**src/isb_map.svh**
```systemverilog
/*
 * Offsets, field positions, reset values and vector addresses for the
 * interrupt status and break entry block.
 * Assumes a 32-bit AXI4-Lite register window with one register per word.
 */
`ifndef ISB_MAP_SVH
`define ISB_MAP_SVH

// ==========================================================
// Register byte offsets
`define ISB_OFS_PEND1 8'h00
`define ISB_OFS_PEND2 8'h04
`define ISB_OFS_PEND3 8'h08
`define ISB_OFS_EVT 8'h0C
`define ISB_OFS_MASK 8'h10
`define ISB_OFS_CTRL 8'h14
`define ISB_OFS_STATE 8'h18

// ==========================================================
// Field positions and reset values
`define ISB_EVT_W 3
`define ISB_EVT_ENTER 0
`define ISB_EVT_EXIT 1
`define ISB_EVT_NEWREQ 2
`define ISB_CTRL_BRK_EN 0
`define ISB_CTRL_SVC_EN 1
`define ISB_CTRL_RST 2'h3
`define ISB_MASK_RST 3'h0

// ==========================================================
// Vector addresses (high byte; low byte follows)
`define ISB_VEC_RESET 16'hFFFE
`define ISB_VEC_TRAP 16'hFFFC
`define ISB_VEC_TRAP_MON 16'hFEFC
`define ISB_VEC_T1_CH0 16'hFFF4
`define ISB_VEC_T1_OVF 16'hFFF0
`define ISB_VEC_T2_CH1 16'hFFEC

// ==========================================================
// Bus responses
`define ISB_RESP_OKAY 2'h0
`define ISB_RESP_SLVERR 2'h2

`endif

```
**src/isb_pkg.sv**
```systemverilog
/*
 * Types shared by the interrupt status and break entry block.
 * Assumes isb_map.svh supplies all numeric constants.
 */
package isb_pkg;

	// ==========================================================
	// Break sequencer states
	typedef enum logic [1:0] {
		ISB_IDLE = 2'b00,
		ISB_DEFER = 2'b01,
		ISB_ACTIVE = 2'b10
	} isb_brk_st_t;

endpackage : isb_pkg

```
**src/isb_axil.sv**
```systemverilog
/*
 * AXI4-Lite slave front end: one write and one read in flight at most.
 * Assumes the parent decodes the address and returns read data and a
 * hit flag in the same cycle as the request strobe.
 */
`timescale 1ns/1ns
`include "isb_map.svh"

module isb_axil (
	input wire logic clk_sys,
	input wire logic reset,
	input wire logic [7:0] s_axi_awaddr,
	input wire logic s_axi_awvalid,
	output logic s_axi_awready,
	input wire logic [31:0] s_axi_wdata,
	input wire logic [3:0] s_axi_wstrb,
	input wire logic s_axi_wvalid,
	output logic s_axi_wready,
	output logic [1:0] s_axi_bresp,
	output logic s_axi_bvalid,
	input wire logic s_axi_bready,
	input wire logic [7:0] s_axi_araddr,
	input wire logic s_axi_arvalid,
	output logic s_axi_arready,
	output logic [31:0] s_axi_rdata,
	output logic [1:0] s_axi_rresp,
	output logic s_axi_rvalid,
	input wire logic s_axi_rready,
	output logic wr_go,
	output logic [7:0] wr_addr,
	output logic [31:0] wr_data,
	output logic [3:0] wr_strb,
	input wire logic wr_hit,
	output logic rd_go,
	output logic [7:0] rd_addr,
	input wire logic [31:0] rd_data,
	input wire logic rd_hit
);
	logic awready_ff, wready_ff, arready_ff;
	logic aw_got_ff, w_got_ff, bvalid_ff, rvalid_ff;
	logic [1:0] bresp_ff, rresp_ff;
	logic [7:0] awaddr_ff;
	logic [31:0] wdata_ff, rdata_ff;
	logic [3:0] wstrb_ff;
	wire aw_hs = s_axi_awvalid & awready_ff;
	wire w_hs = s_axi_wvalid & wready_ff;
	wire ar_hs = s_axi_arvalid & arready_ff;

	assign wr_go = aw_got_ff & w_got_ff & ~bvalid_ff;
	assign wr_addr = awaddr_ff;
	assign wr_data = wdata_ff;
	assign wr_strb = wstrb_ff;
	assign rd_go = ar_hs;
	assign rd_addr = s_axi_araddr;
	assign s_axi_awready = awready_ff;
	assign s_axi_wready = wready_ff;
	assign s_axi_bvalid = bvalid_ff;
	assign s_axi_bresp = bresp_ff;
	assign s_axi_arready = arready_ff;
	assign s_axi_rvalid = rvalid_ff;
	assign s_axi_rresp = rresp_ff;
	assign s_axi_rdata = rdata_ff;

	// ==========================================================
	// Write channels, taken in either order
	always_ff @(posedge clk_sys or posedge reset) begin
		if (reset) begin
			awready_ff <= 1'b0;
			wready_ff <= 1'b0;
			aw_got_ff <= 1'b0;
			w_got_ff <= 1'b0;
			bvalid_ff <= 1'b0;
			bresp_ff <= `ISB_RESP_OKAY;
			awaddr_ff <= 8'h00;
			wdata_ff <= 32'h00000000;
			wstrb_ff <= 4'h0;
		end else begin
			if (aw_hs) begin
				aw_got_ff <= 1'b1;
				awaddr_ff <= s_axi_awaddr;
				awready_ff <= 1'b0;
			end else if (!aw_got_ff && !bvalid_ff) begin
				awready_ff <= 1'b1;
			end
			if (w_hs) begin
				w_got_ff <= 1'b1;
				wdata_ff <= s_axi_wdata;
				wstrb_ff <= s_axi_wstrb;
				wready_ff <= 1'b0;
			end else if (!w_got_ff && !bvalid_ff) begin
				wready_ff <= 1'b1;
			end
			if (wr_go) begin
				aw_got_ff <= 1'b0;
				w_got_ff <= 1'b0;
				bvalid_ff <= 1'b1;
				bresp_ff <= wr_hit ? `ISB_RESP_OKAY : `ISB_RESP_SLVERR;
			end else if (bvalid_ff && s_axi_bready) begin
				bvalid_ff <= 1'b0;
			end
		end
	end

	// ==========================================================
	// Read channel: data captured at the address handshake
	always_ff @(posedge clk_sys or posedge reset) begin
		if (reset) begin
			arready_ff <= 1'b0;
			rvalid_ff <= 1'b0;
			rresp_ff <= `ISB_RESP_OKAY;
			rdata_ff <= 32'h00000000;
		end else if (ar_hs) begin
			arready_ff <= 1'b0;
			rvalid_ff <= 1'b1;
			rdata_ff <= rd_hit ? rd_data : 32'h00000000;
			rresp_ff <= rd_hit ? `ISB_RESP_OKAY : `ISB_RESP_SLVERR;
		end else if (rvalid_ff) begin
			if (s_axi_rready) begin
				rvalid_ff <= 1'b0;
			end
		end else begin
			arready_ff <= 1'b1;
		end
	end

endmodule : isb_axil

```
**src/isb_top.sv**
```systemverilog
/*
 * Interrupt pending status and break entry logic for an 8-bit core.
 * Reports source request levels in three status registers, selects the
 * vector of the highest priority request, and sequences break entry
 * and exit for the core.
 * Assumes source request lines and core handshakes are synchronous to
 * clk_sys and that the core marks the last cycle of each instruction.
 */
// The register addresses and the AXI4-Lite slave port are this design's own decisions.
`timescale 1ns/1ns
`include "isb_map.svh"

module isb_top #(
	parameter int NUM_SRC = 21,
	parameter logic [7:0] TRAP_OPCODE = 8'h83
) (
	input wire logic clk_sys,
	input wire logic reset,
	input wire logic [7:0] s_axi_awaddr,
	input wire logic s_axi_awvalid,
	output logic s_axi_awready,
	input wire logic [31:0] s_axi_wdata,
	input wire logic [3:0] s_axi_wstrb,
	input wire logic s_axi_wvalid,
	output logic s_axi_wready,
	output logic [1:0] s_axi_bresp,
	output logic s_axi_bvalid,
	input wire logic s_axi_bready,
	input wire logic [7:0] s_axi_araddr,
	input wire logic s_axi_arvalid,
	output logic s_axi_arready,
	output logic [31:0] s_axi_rdata,
	output logic [1:0] s_axi_rresp,
	output logic s_axi_rvalid,
	input wire logic s_axi_rready,
	input wire logic [NUM_SRC:1] src_req,
	input wire logic break_req,
	input wire logic break_match,
	input wire logic instr_last,
	input wire logic monitor_mode,
	input wire logic rti_exec,
	input wire logic vec_taken,
	output logic force_ir,
	output logic [7:0] force_opcode,
	output logic pc_load,
	output logic [15:0] pc_vector,
	output logic break_active,
	output logic svc_valid,
	output logic [15:0] svc_vector,
	output logic [4:0] svc_flag,
	output logic irq_out
);
	// ==========================================================
	// Bus front end
	logic wr_go, wr_hit, rd_go, rd_hit;
	logic [7:0] wr_addr, rd_addr;
	logic [31:0] wr_data, rd_data;
	logic [3:0] wr_strb;

	isb_axil isb_axil_i (
		.clk_sys(clk_sys),
		.reset(reset),
		.s_axi_awaddr(s_axi_awaddr),
		.s_axi_awvalid(s_axi_awvalid),
		.s_axi_awready(s_axi_awready),
		.s_axi_wdata(s_axi_wdata),
		.s_axi_wstrb(s_axi_wstrb),
		.s_axi_wvalid(s_axi_wvalid),
		.s_axi_wready(s_axi_wready),
		.s_axi_bresp(s_axi_bresp),
		.s_axi_bvalid(s_axi_bvalid),
		.s_axi_bready(s_axi_bready),
		.s_axi_araddr(s_axi_araddr),
		.s_axi_arvalid(s_axi_arvalid),
		.s_axi_arready(s_axi_arready),
		.s_axi_rdata(s_axi_rdata),
		.s_axi_rresp(s_axi_rresp),
		.s_axi_rvalid(s_axi_rvalid),
		.s_axi_rready(s_axi_rready),
		.wr_go(wr_go),
		.wr_addr(wr_addr),
		.wr_data(wr_data),
		.wr_strb(wr_strb),
		.wr_hit(wr_hit),
		.rd_go(rd_go),
		.rd_addr(rd_addr),
		.rd_data(rd_data),
		.rd_hit(rd_hit)
	);

	// ==========================================================
	// Registered state
	logic [NUM_SRC:1] req_ff;
	logic [`ISB_EVT_W-1:0] evt_ff, mask_ff;
	logic [1:0] ctrl_ff;
	isb_pkg::isb_brk_st_t brk_st_ff, nxt_brk_st;
	logic force_ir_ff, pc_load_ff, brk_act_ff;
	logic [15:0] pc_vec_ff;
	logic rst_vec_ff;
	logic svc_valid_ff;
	logic [15:0] svc_vec_ff;
	logic [4:0] svc_flag_ff;
	logic irq_ff;

	// ==========================================================
	// Status register images
	// Flags are request levels, not latched; the source holds its request
	// until serviced, so no clear path exists here.
	wire [7:0] pend1 = {req_ff[6:1], 2'b00};
	wire [7:0] pend2 = req_ff[14:7];
	wire [7:0] pend3 = {1'b0, req_ff[21:15]};

	// ==========================================================
	// Address decode
	wire rd_p1 = rd_addr == `ISB_OFS_PEND1;
	wire rd_p2 = rd_addr == `ISB_OFS_PEND2;
	wire rd_p3 = rd_addr == `ISB_OFS_PEND3;
	wire rd_ev = rd_addr == `ISB_OFS_EVT;
	wire rd_mk = rd_addr == `ISB_OFS_MASK;
	wire rd_ct = rd_addr == `ISB_OFS_CTRL;
	wire rd_stt = rd_addr == `ISB_OFS_STATE;
	assign rd_hit = rd_p1 | rd_p2 | rd_p3 | rd_ev | rd_mk | rd_ct | rd_stt;

	wire wr_ev = wr_go & (wr_addr == `ISB_OFS_EVT) & wr_strb[0];
	wire wr_mk = wr_go & (wr_addr == `ISB_OFS_MASK) & wr_strb[0];
	wire wr_ct = wr_go & (wr_addr == `ISB_OFS_CTRL) & wr_strb[0];
	// Status words are read only; writes to them are accepted and dropped
	wire wr_ro = (wr_addr == `ISB_OFS_PEND1) | (wr_addr == `ISB_OFS_PEND2)
		| (wr_addr == `ISB_OFS_PEND3) | (wr_addr == `ISB_OFS_STATE);
	assign wr_hit = wr_ro | (wr_addr == `ISB_OFS_EVT)
		| (wr_addr == `ISB_OFS_MASK) | (wr_addr == `ISB_OFS_CTRL);

	wire [7:0] state_img = {5'h00, brk_act_ff, brk_st_ff};
	assign rd_data = rd_p1 ? {24'h000000, pend1} :
		rd_p2 ? {24'h000000, pend2} :
		rd_p3 ? {24'h000000, pend3} :
		rd_ev ? {29'h00000000, evt_ff} :
		rd_mk ? {29'h00000000, mask_ff} :
		rd_ct ? {30'h00000000, ctrl_ff} :
		rd_stt ? {24'h000000, state_img} : 32'h00000000;

	// ==========================================================
	// Request sampling
	always_ff @(posedge clk_sys or posedge reset) begin
		if (reset) begin
			req_ff <= '0;
		end else begin
			req_ff <= src_req;
		end
	end

	// ==========================================================
	// Break sequencer
	wire brk_en = ctrl_ff[`ISB_CTRL_BRK_EN];
	// Match on a last cycle enters immediately; otherwise wait for the end
	wire enter_now = break_match & instr_last;
	wire brk_start = (brk_st_ff == isb_pkg::ISB_IDLE) & brk_en
		& (enter_now | (break_req & instr_last));
	wire brk_defer = (brk_st_ff == isb_pkg::ISB_IDLE) & brk_en
		& (break_req | break_match) & ~instr_last;
	wire brk_resume = (brk_st_ff == isb_pkg::ISB_DEFER) & instr_last;
	wire brk_enter = brk_start | brk_resume;
	// A handler return with the request still high keeps the break state
	wire brk_leave = (brk_st_ff == isb_pkg::ISB_ACTIVE)
		& rti_exec & ~break_req;

	always_comb begin
		nxt_brk_st = brk_st_ff;
		unique case (brk_st_ff)
			isb_pkg::ISB_IDLE: begin
				if (brk_start) begin
					nxt_brk_st = isb_pkg::ISB_ACTIVE;
				end else if (brk_defer) begin
					nxt_brk_st = isb_pkg::ISB_DEFER;
				end
			end
			isb_pkg::ISB_DEFER: begin
				if (brk_resume) begin
					nxt_brk_st = isb_pkg::ISB_ACTIVE;
				end
			end
			isb_pkg::ISB_ACTIVE: begin
				if (brk_leave) begin
					nxt_brk_st = isb_pkg::ISB_IDLE;
				end
			end
			default: begin
				nxt_brk_st = isb_pkg::ISB_IDLE;
			end
		endcase
	end

	// Monitor mode picks the alternate trap vector
	wire [15:0] trap_vec = monitor_mode ? `ISB_VEC_TRAP_MON
		: `ISB_VEC_TRAP;

	always_ff @(posedge clk_sys or posedge reset) begin
		if (reset) begin
			brk_st_ff <= isb_pkg::ISB_IDLE;
			brk_act_ff <= 1'b0;
			force_ir_ff <= 1'b0;
			pc_load_ff <= 1'b0;
			pc_vec_ff <= 16'h0000;
		end else begin
			brk_st_ff <= nxt_brk_st;
			brk_act_ff <= nxt_brk_st == isb_pkg::ISB_ACTIVE;
			force_ir_ff <= brk_enter;
			pc_load_ff <= brk_enter;
			if (brk_enter) begin
				pc_vec_ff <= trap_vec;
			end
		end
	end

	// ==========================================================
	// Vector selection
	// Flag n vectors at FFFC - 2n, so a lower flag number sits higher
	// and wins; the loop keeps the lowest pending number.
	logic [4:0] win_num;
	logic win_any;
	logic [15:0] src_vec [1:NUM_SRC];

	genvar gi;
	generate
		for (gi = 1; gi <= NUM_SRC; gi++) begin : g_vec
			// Covers FFF4 for flag 4, FFF0 for flag 6, FFEC for flag 8
			assign src_vec[gi] = `ISB_VEC_TRAP
				- 16'(2 * gi);
		end
	endgenerate

	always_comb begin
		win_num = 5'h00;
		win_any = 1'b0;
		for (int i = NUM_SRC; i >= 1; i--) begin
			if (req_ff[i]) begin
				win_num = 5'(i);
				win_any = 1'b1;
			end
		end
	end

	wire svc_en = ctrl_ff[`ISB_CTRL_SVC_EN];
	// Sources are held off during a break; the trap owns the core then
	wire svc_open = svc_en & win_any & (brk_st_ff == isb_pkg::ISB_IDLE);

	always_ff @(posedge clk_sys or posedge reset) begin
		if (reset) begin
			rst_vec_ff <= 1'b1;
			svc_valid_ff <= 1'b0;
			svc_vec_ff <= 16'h0000;
			svc_flag_ff <= 5'h00;
		end else begin
			if (vec_taken && rst_vec_ff) begin
				rst_vec_ff <= 1'b0;
			end
			if (rst_vec_ff && !vec_taken) begin
				svc_valid_ff <= 1'b1;
				svc_vec_ff <= `ISB_VEC_RESET;
				svc_flag_ff <= 5'h00;
			end else if (svc_open) begin
				svc_valid_ff <= 1'b1;
				svc_vec_ff <= src_vec[win_num];
				svc_flag_ff <= win_num;
			end else begin
				svc_valid_ff <= 1'b0;
				svc_vec_ff <= 16'h0000;
				svc_flag_ff <= 5'h00;
			end
		end
	end

	// ==========================================================
	// Event status, mask and control
	wire new_req = |(src_req & ~req_ff);
	wire [`ISB_EVT_W-1:0] evt_set = {new_req, brk_leave, brk_enter};
	wire [`ISB_EVT_W-1:0] evt_clr = wr_ev ? wr_data[`ISB_EVT_W-1:0] : '0;
	// Set beats clear so an event in the clearing cycle survives
	wire [`ISB_EVT_W-1:0] nxt_evt = (evt_ff & ~evt_clr) | evt_set;

	always_ff @(posedge clk_sys or posedge reset) begin
		if (reset) begin
			evt_ff <= '0;
			mask_ff <= `ISB_MASK_RST;
			ctrl_ff <= `ISB_CTRL_RST;
			irq_ff <= 1'b0;
		end else begin
			evt_ff <= nxt_evt;
			if (wr_mk) begin
				mask_ff <= wr_data[`ISB_EVT_W-1:0];
			end
			if (wr_ct) begin
				ctrl_ff <= wr_data[1:0];
			end
			irq_ff <= |(nxt_evt & mask_ff);
		end
	end

	// ==========================================================
	// Outputs
	assign force_ir = force_ir_ff;
	assign force_opcode = TRAP_OPCODE;
	assign pc_load = pc_load_ff;
	assign pc_vector = pc_vec_ff;
	assign break_active = brk_act_ff;
	assign svc_valid = svc_valid_ff;
	assign svc_vector = svc_vec_ff;
	assign svc_flag = svc_flag_ff;
	assign irq_out = irq_ff;

endmodule : isb_top

```
**config.mk**
```make
export PLATFORM = sky130hd
export DESIGN_NAME = isb_top
export DESIGN_NICKNAME = d
export VERILOG_FILES = /design/src/isb_pkg.sv /design/src/isb_axil.sv /design/src/isb_top.sv
export VERILOG_INCLUDE_DIRS = /design/src
export SDC_FILE = /design/constraint.sdc
export NUM_CORES = 1
export LEC_CHECK = 0
export BUFFER_PORTS_ARGS = -buffer_cell sky130_fd_sc_hd__buf_2
export CORE_MARGIN = 2
export CORE_UTILIZATION = 48
export CTS_CLUSTER_SIZE = 24
export DETAILED_ROUTE_END_ITERATION = 10
export GPL_TIMING_DRIVEN = 0
export PLACE_DENSITY = 0.9
export SLEW_MARGIN = 25
export SYNTH_ARGS = -nofsm -noshare
export SYNTH_HDL_FRONTEND = slang
export SYNTH_SLANG_ARGS = --single-unit
```
**constraint.sdc**
```tcl
create_clock -name clk_sys -period 2.9 [get_ports clk_sys]
set_clock_uncertainty 0.15 [all_clocks]
set_input_delay 0.435 -clock clk_sys [delete_from_list [all_inputs] [get_ports clk_sys]]
set_output_delay 0.435 -clock clk_sys [all_outputs]
set_load 0.1 [all_outputs]
```
==> impl_metrics.yaml <==
floorplanning:
  initial_core_util_pct: 48.95
  die_x_um: 95.08
  core_area_um2: 8134
  die_y_um: 95.08
  io_pins: 177
  dieArea_um2: 9039
  num_rows: 33
clock_network:
  cts_resized: 0
  clkSinkCount: 77
  clk_latency_ps: 360
  clock-root-buffer: "clkbuf_8"
  cts_tree: "built"
  clkTransAtPathRegs_ps: 90
  numCtsBuffers: 9
  post_cts_buffers: 0
  clk_path_buf_depth: 2
  cts_max_level: 3
timing:
  period_needed_ps: 2578
  hold_viol: 0
  tightest_slew_ps: 688.6
  setup_viol: 0
  maxSlewViolCount: 0
  fmax_mhz: 387.9
  rsz0062_at_grt: "false"
  post-route-period-util_pct: 88.90
  whs_ps: 39.16
  finalSetupTns_ps: 0
  setup_slack_ps: 322.0
  max_slew_margin_pct: 53.67
cells_and_area:
  syn2layout_area_growth_pct: 26.08
  fin_util_pct: 61.71
  fillers: 667
  layout_common_cells: "buf_2 (105), dfrtp_1 (74), buf_4 (60), conb_1 (37), nand2_1 (33)"
  antenna_cells: 0
  design_area_um2: 5020
  layout.cells.most_common: "buf_2"
  nets: 632
  drive_gt1_share_pct: 39.60
  fin_cells: 653
worst_hold_path:
  min_from: "src_req[20]"
  min_path_cells: 1
  min_path_type: "in2reg"
  min_to: "req_ff[20]$_DFF_PP0_"
drt:
  drt-total-wl_mm: 8.641
  postRouteAntennaNets: 0
  vias_per_cell: 4.953
  drc: 0
  vias: 3234
  drt-initial-drc-count: 178
  dr.pass1.iters: 4
  wl_per_cell_um: 13.23
critical_path:
  rrSetupSlack_ps: 320
  crit_fanout: 5
  cp_top_family: "compound AO/OA/AOI/OAI gates"
  path_common_cell: "a211oi_1"
  r2r_start: "req_ff[15]$_DFF_PP0_"
  regToRegEndpoint: "svc_vector[2]$_DFF_PP0_"
  cp_slowest_cell: "dfrtp_1"
  worstSetupPathType: "reg2reg"
  path_buf_inv: 0
  crit_chain: "nor2_1 -> o31ai_1 -> a211oi_1 -> o31ai_1 -> a211oi_1 -> nor2_1 -> ha_1 -> or3_1 -> a21oi_1 -> a211oi_1"
  critical-path-max-stage-delay_ps: 470
  startpoint: "req_ff[15]$_DFF_PP0_"
  critPathArrivalTime_ps: 2650
  startpoint_type: "flop"
  r2r_cells: 10
  cp_data_required_time_ps: 2970
  end_kind: "flop"
power_and_ir_drop:
  cellLeakagePower_nw: 2.618
  total_power_mw: 3.823
  cellPowerDensity_nw_per_um2: 761.5
  ir_drop_uv: 932.6
logic_synthesis:
  synthesis.area_um2: 3981
  syn_area_per_cell_um2: 10.18
  synth_edf_count: 0
  ys_warn_count: 0
  postSynthCellCount: 391
  async_flop_share_pct: 100.0
  synth_cell_types: 57
  yosysSeqAreaShare_pct: 48.49
  ys_ff_latch: 77
  ys.flop_type: "dfrtp_1"
global_routing:
  grt_max_degree: 55
  grt_pass1_wl_mm: 13.97
  antenna_found_initial: 0
  grt_use_total_pct: 20.05
  grt_pass1_vias: 3028
  overflow: 0
job:
  drv_cap: 0
place:
  dp_cells: 637
  dpl_worst_slack_ps: 244.1
  dpl.hpwl_mm: 6.978
  port_buffers: 105
  postPlaceCellArea_um2: 4800
  gp_congestion: 0.9266
status:
  outcome: "completed"
-- worst max-delay path by stage --
| stage | to | slack, ps | cells past startpoint |
|---|---|---|---|
| 3_5_place_dp | svc_vector[2]$_DFF_PP0_ | 240 | 11 |
| 6_report | svc_vector[2]$_DFF_PP0_ | 320 | 10 |
| 2_1_floorplan | break_active$_DFF_PP0_ | 350 | 1 |
| 3_3_place_gp | pc_vector[14]$_DFFE_PP0P_ | -410 | 2 |
| 4_1_cts | svc_vector[2]$_DFF_PP0_ | 220 | 11 |
| 5_1_grt | svc_vector[2]$_DFF_PP0_ | 130 | 10 |
-- what timing repair did --
action	4_1_cts	5_1_grt
hold endpoints to repair	22	0
setup endpoints to repair	0	1
hold buffers	1	0
-- power breakdown --
group | internal, mW | leakage [nW] | switching (mW)
clock network | 0.436 | 0.109 | 0.425
registers | 1.27 | 0.949 | 0.195
logic | 0.374 | 1.56 | 1.12
-- routing by layer --
layer	wire length, um	vias up	GRT usage [%]
met1	3615	1503	24.82
met2	4088	132	33.74
met5	0	-	0
met3	761	15	5.217
met4	177	0	7.488
li1	-	1584	-
-- sequential cells by signal (all words and copies together), names as in the netlist, 2 cells and up --
| name | count |
|---|---|
| req_ff | 21 |
| isb_axil_i.s_axi_rdata | 8 |
| isb_axil_i.wr_addr | 8 |
| svc_vector | 6 |
| svc_flag | 5 |
| evt_ff | 3 |
| isb_axil_i.wr_data | 3 |
| mask_ff | 3 |
| brk_st_ff | 2 |
| ctrl_ff | 2 |
| pc_vector | 2 |
-- cells by family (layout without fill, tap and decap cells) --
| group | Yosys count | count (layout) | share of synthesized area [%] |
|---|---|---|---|
| multiplexers | 27 | 27 | 7.668 |
| AO/OA/AOI/OAI | 80 | 80 | 13.36 |
| buffers and inverters | 84 | 206 | 13.58 |
| flip-flops | 77 | 77 | 48.49 |
| other | 2 | 37 | 0.1886 |
| AND/OR/NAND/NOR | 118 | 118 | 15.78 |
| adder cells (fa/ha/maj) | 3 | 3 | 0.9429 |
-- worst register-to-register path, cell delays in order (launching register included) --
cell	delay, ps
dfrtp_1	470
nor2_1	130
o31ai_1	80
a211oi_1	240
o31ai_1	100
a211oi_1	320
nor2_1	140
ha_1	240
or3_1	380
a21oi_1	140
a211oi_1	60
-- synth_stat cells, drive strengths merged, types with 4 or more instances --
cell type / count / area [um2]
dfrtp: 74 / 1852
buf: 61 / 454.2
nand2: 33 / 123.9
nor2: 27 / 101.4
o21ai: 23 / 115.1
inv: 18 / 67.56
mux2: 18 / 202.7
nor2b: 16 / 100.1
a21oi: 15 / 75.07
nor3: 9 / 45.04
mux2i: 8 / 80.08
a31oi: 6 / 43.79
nor4: 6 / 58.80
clkbuf: 5 / 18.77
nand2b: 5 / 31.28
a211oi: 4 / 30.03
o21a: 4 / 30.03
-- final cells by class --
class | instances | area, um2 | area share (%)
inverters | 18 | 70.07 | 1.396
multi-input cells | 265 | 1642 | 32.70
plain buffers | 65 | 469.2 | 9.347
repair buffers | 107 | 563.0 | 11.22
flip-flops and latches | 77 | 1931 | 38.46
clock buffers | 10 | 137.6 | 2.742
clock inverters | 6 | 76.32 | 1.520
well taps | 105 | 131.4 | 2.617
No activity file was read; power rests on OpenSTA's default activity.
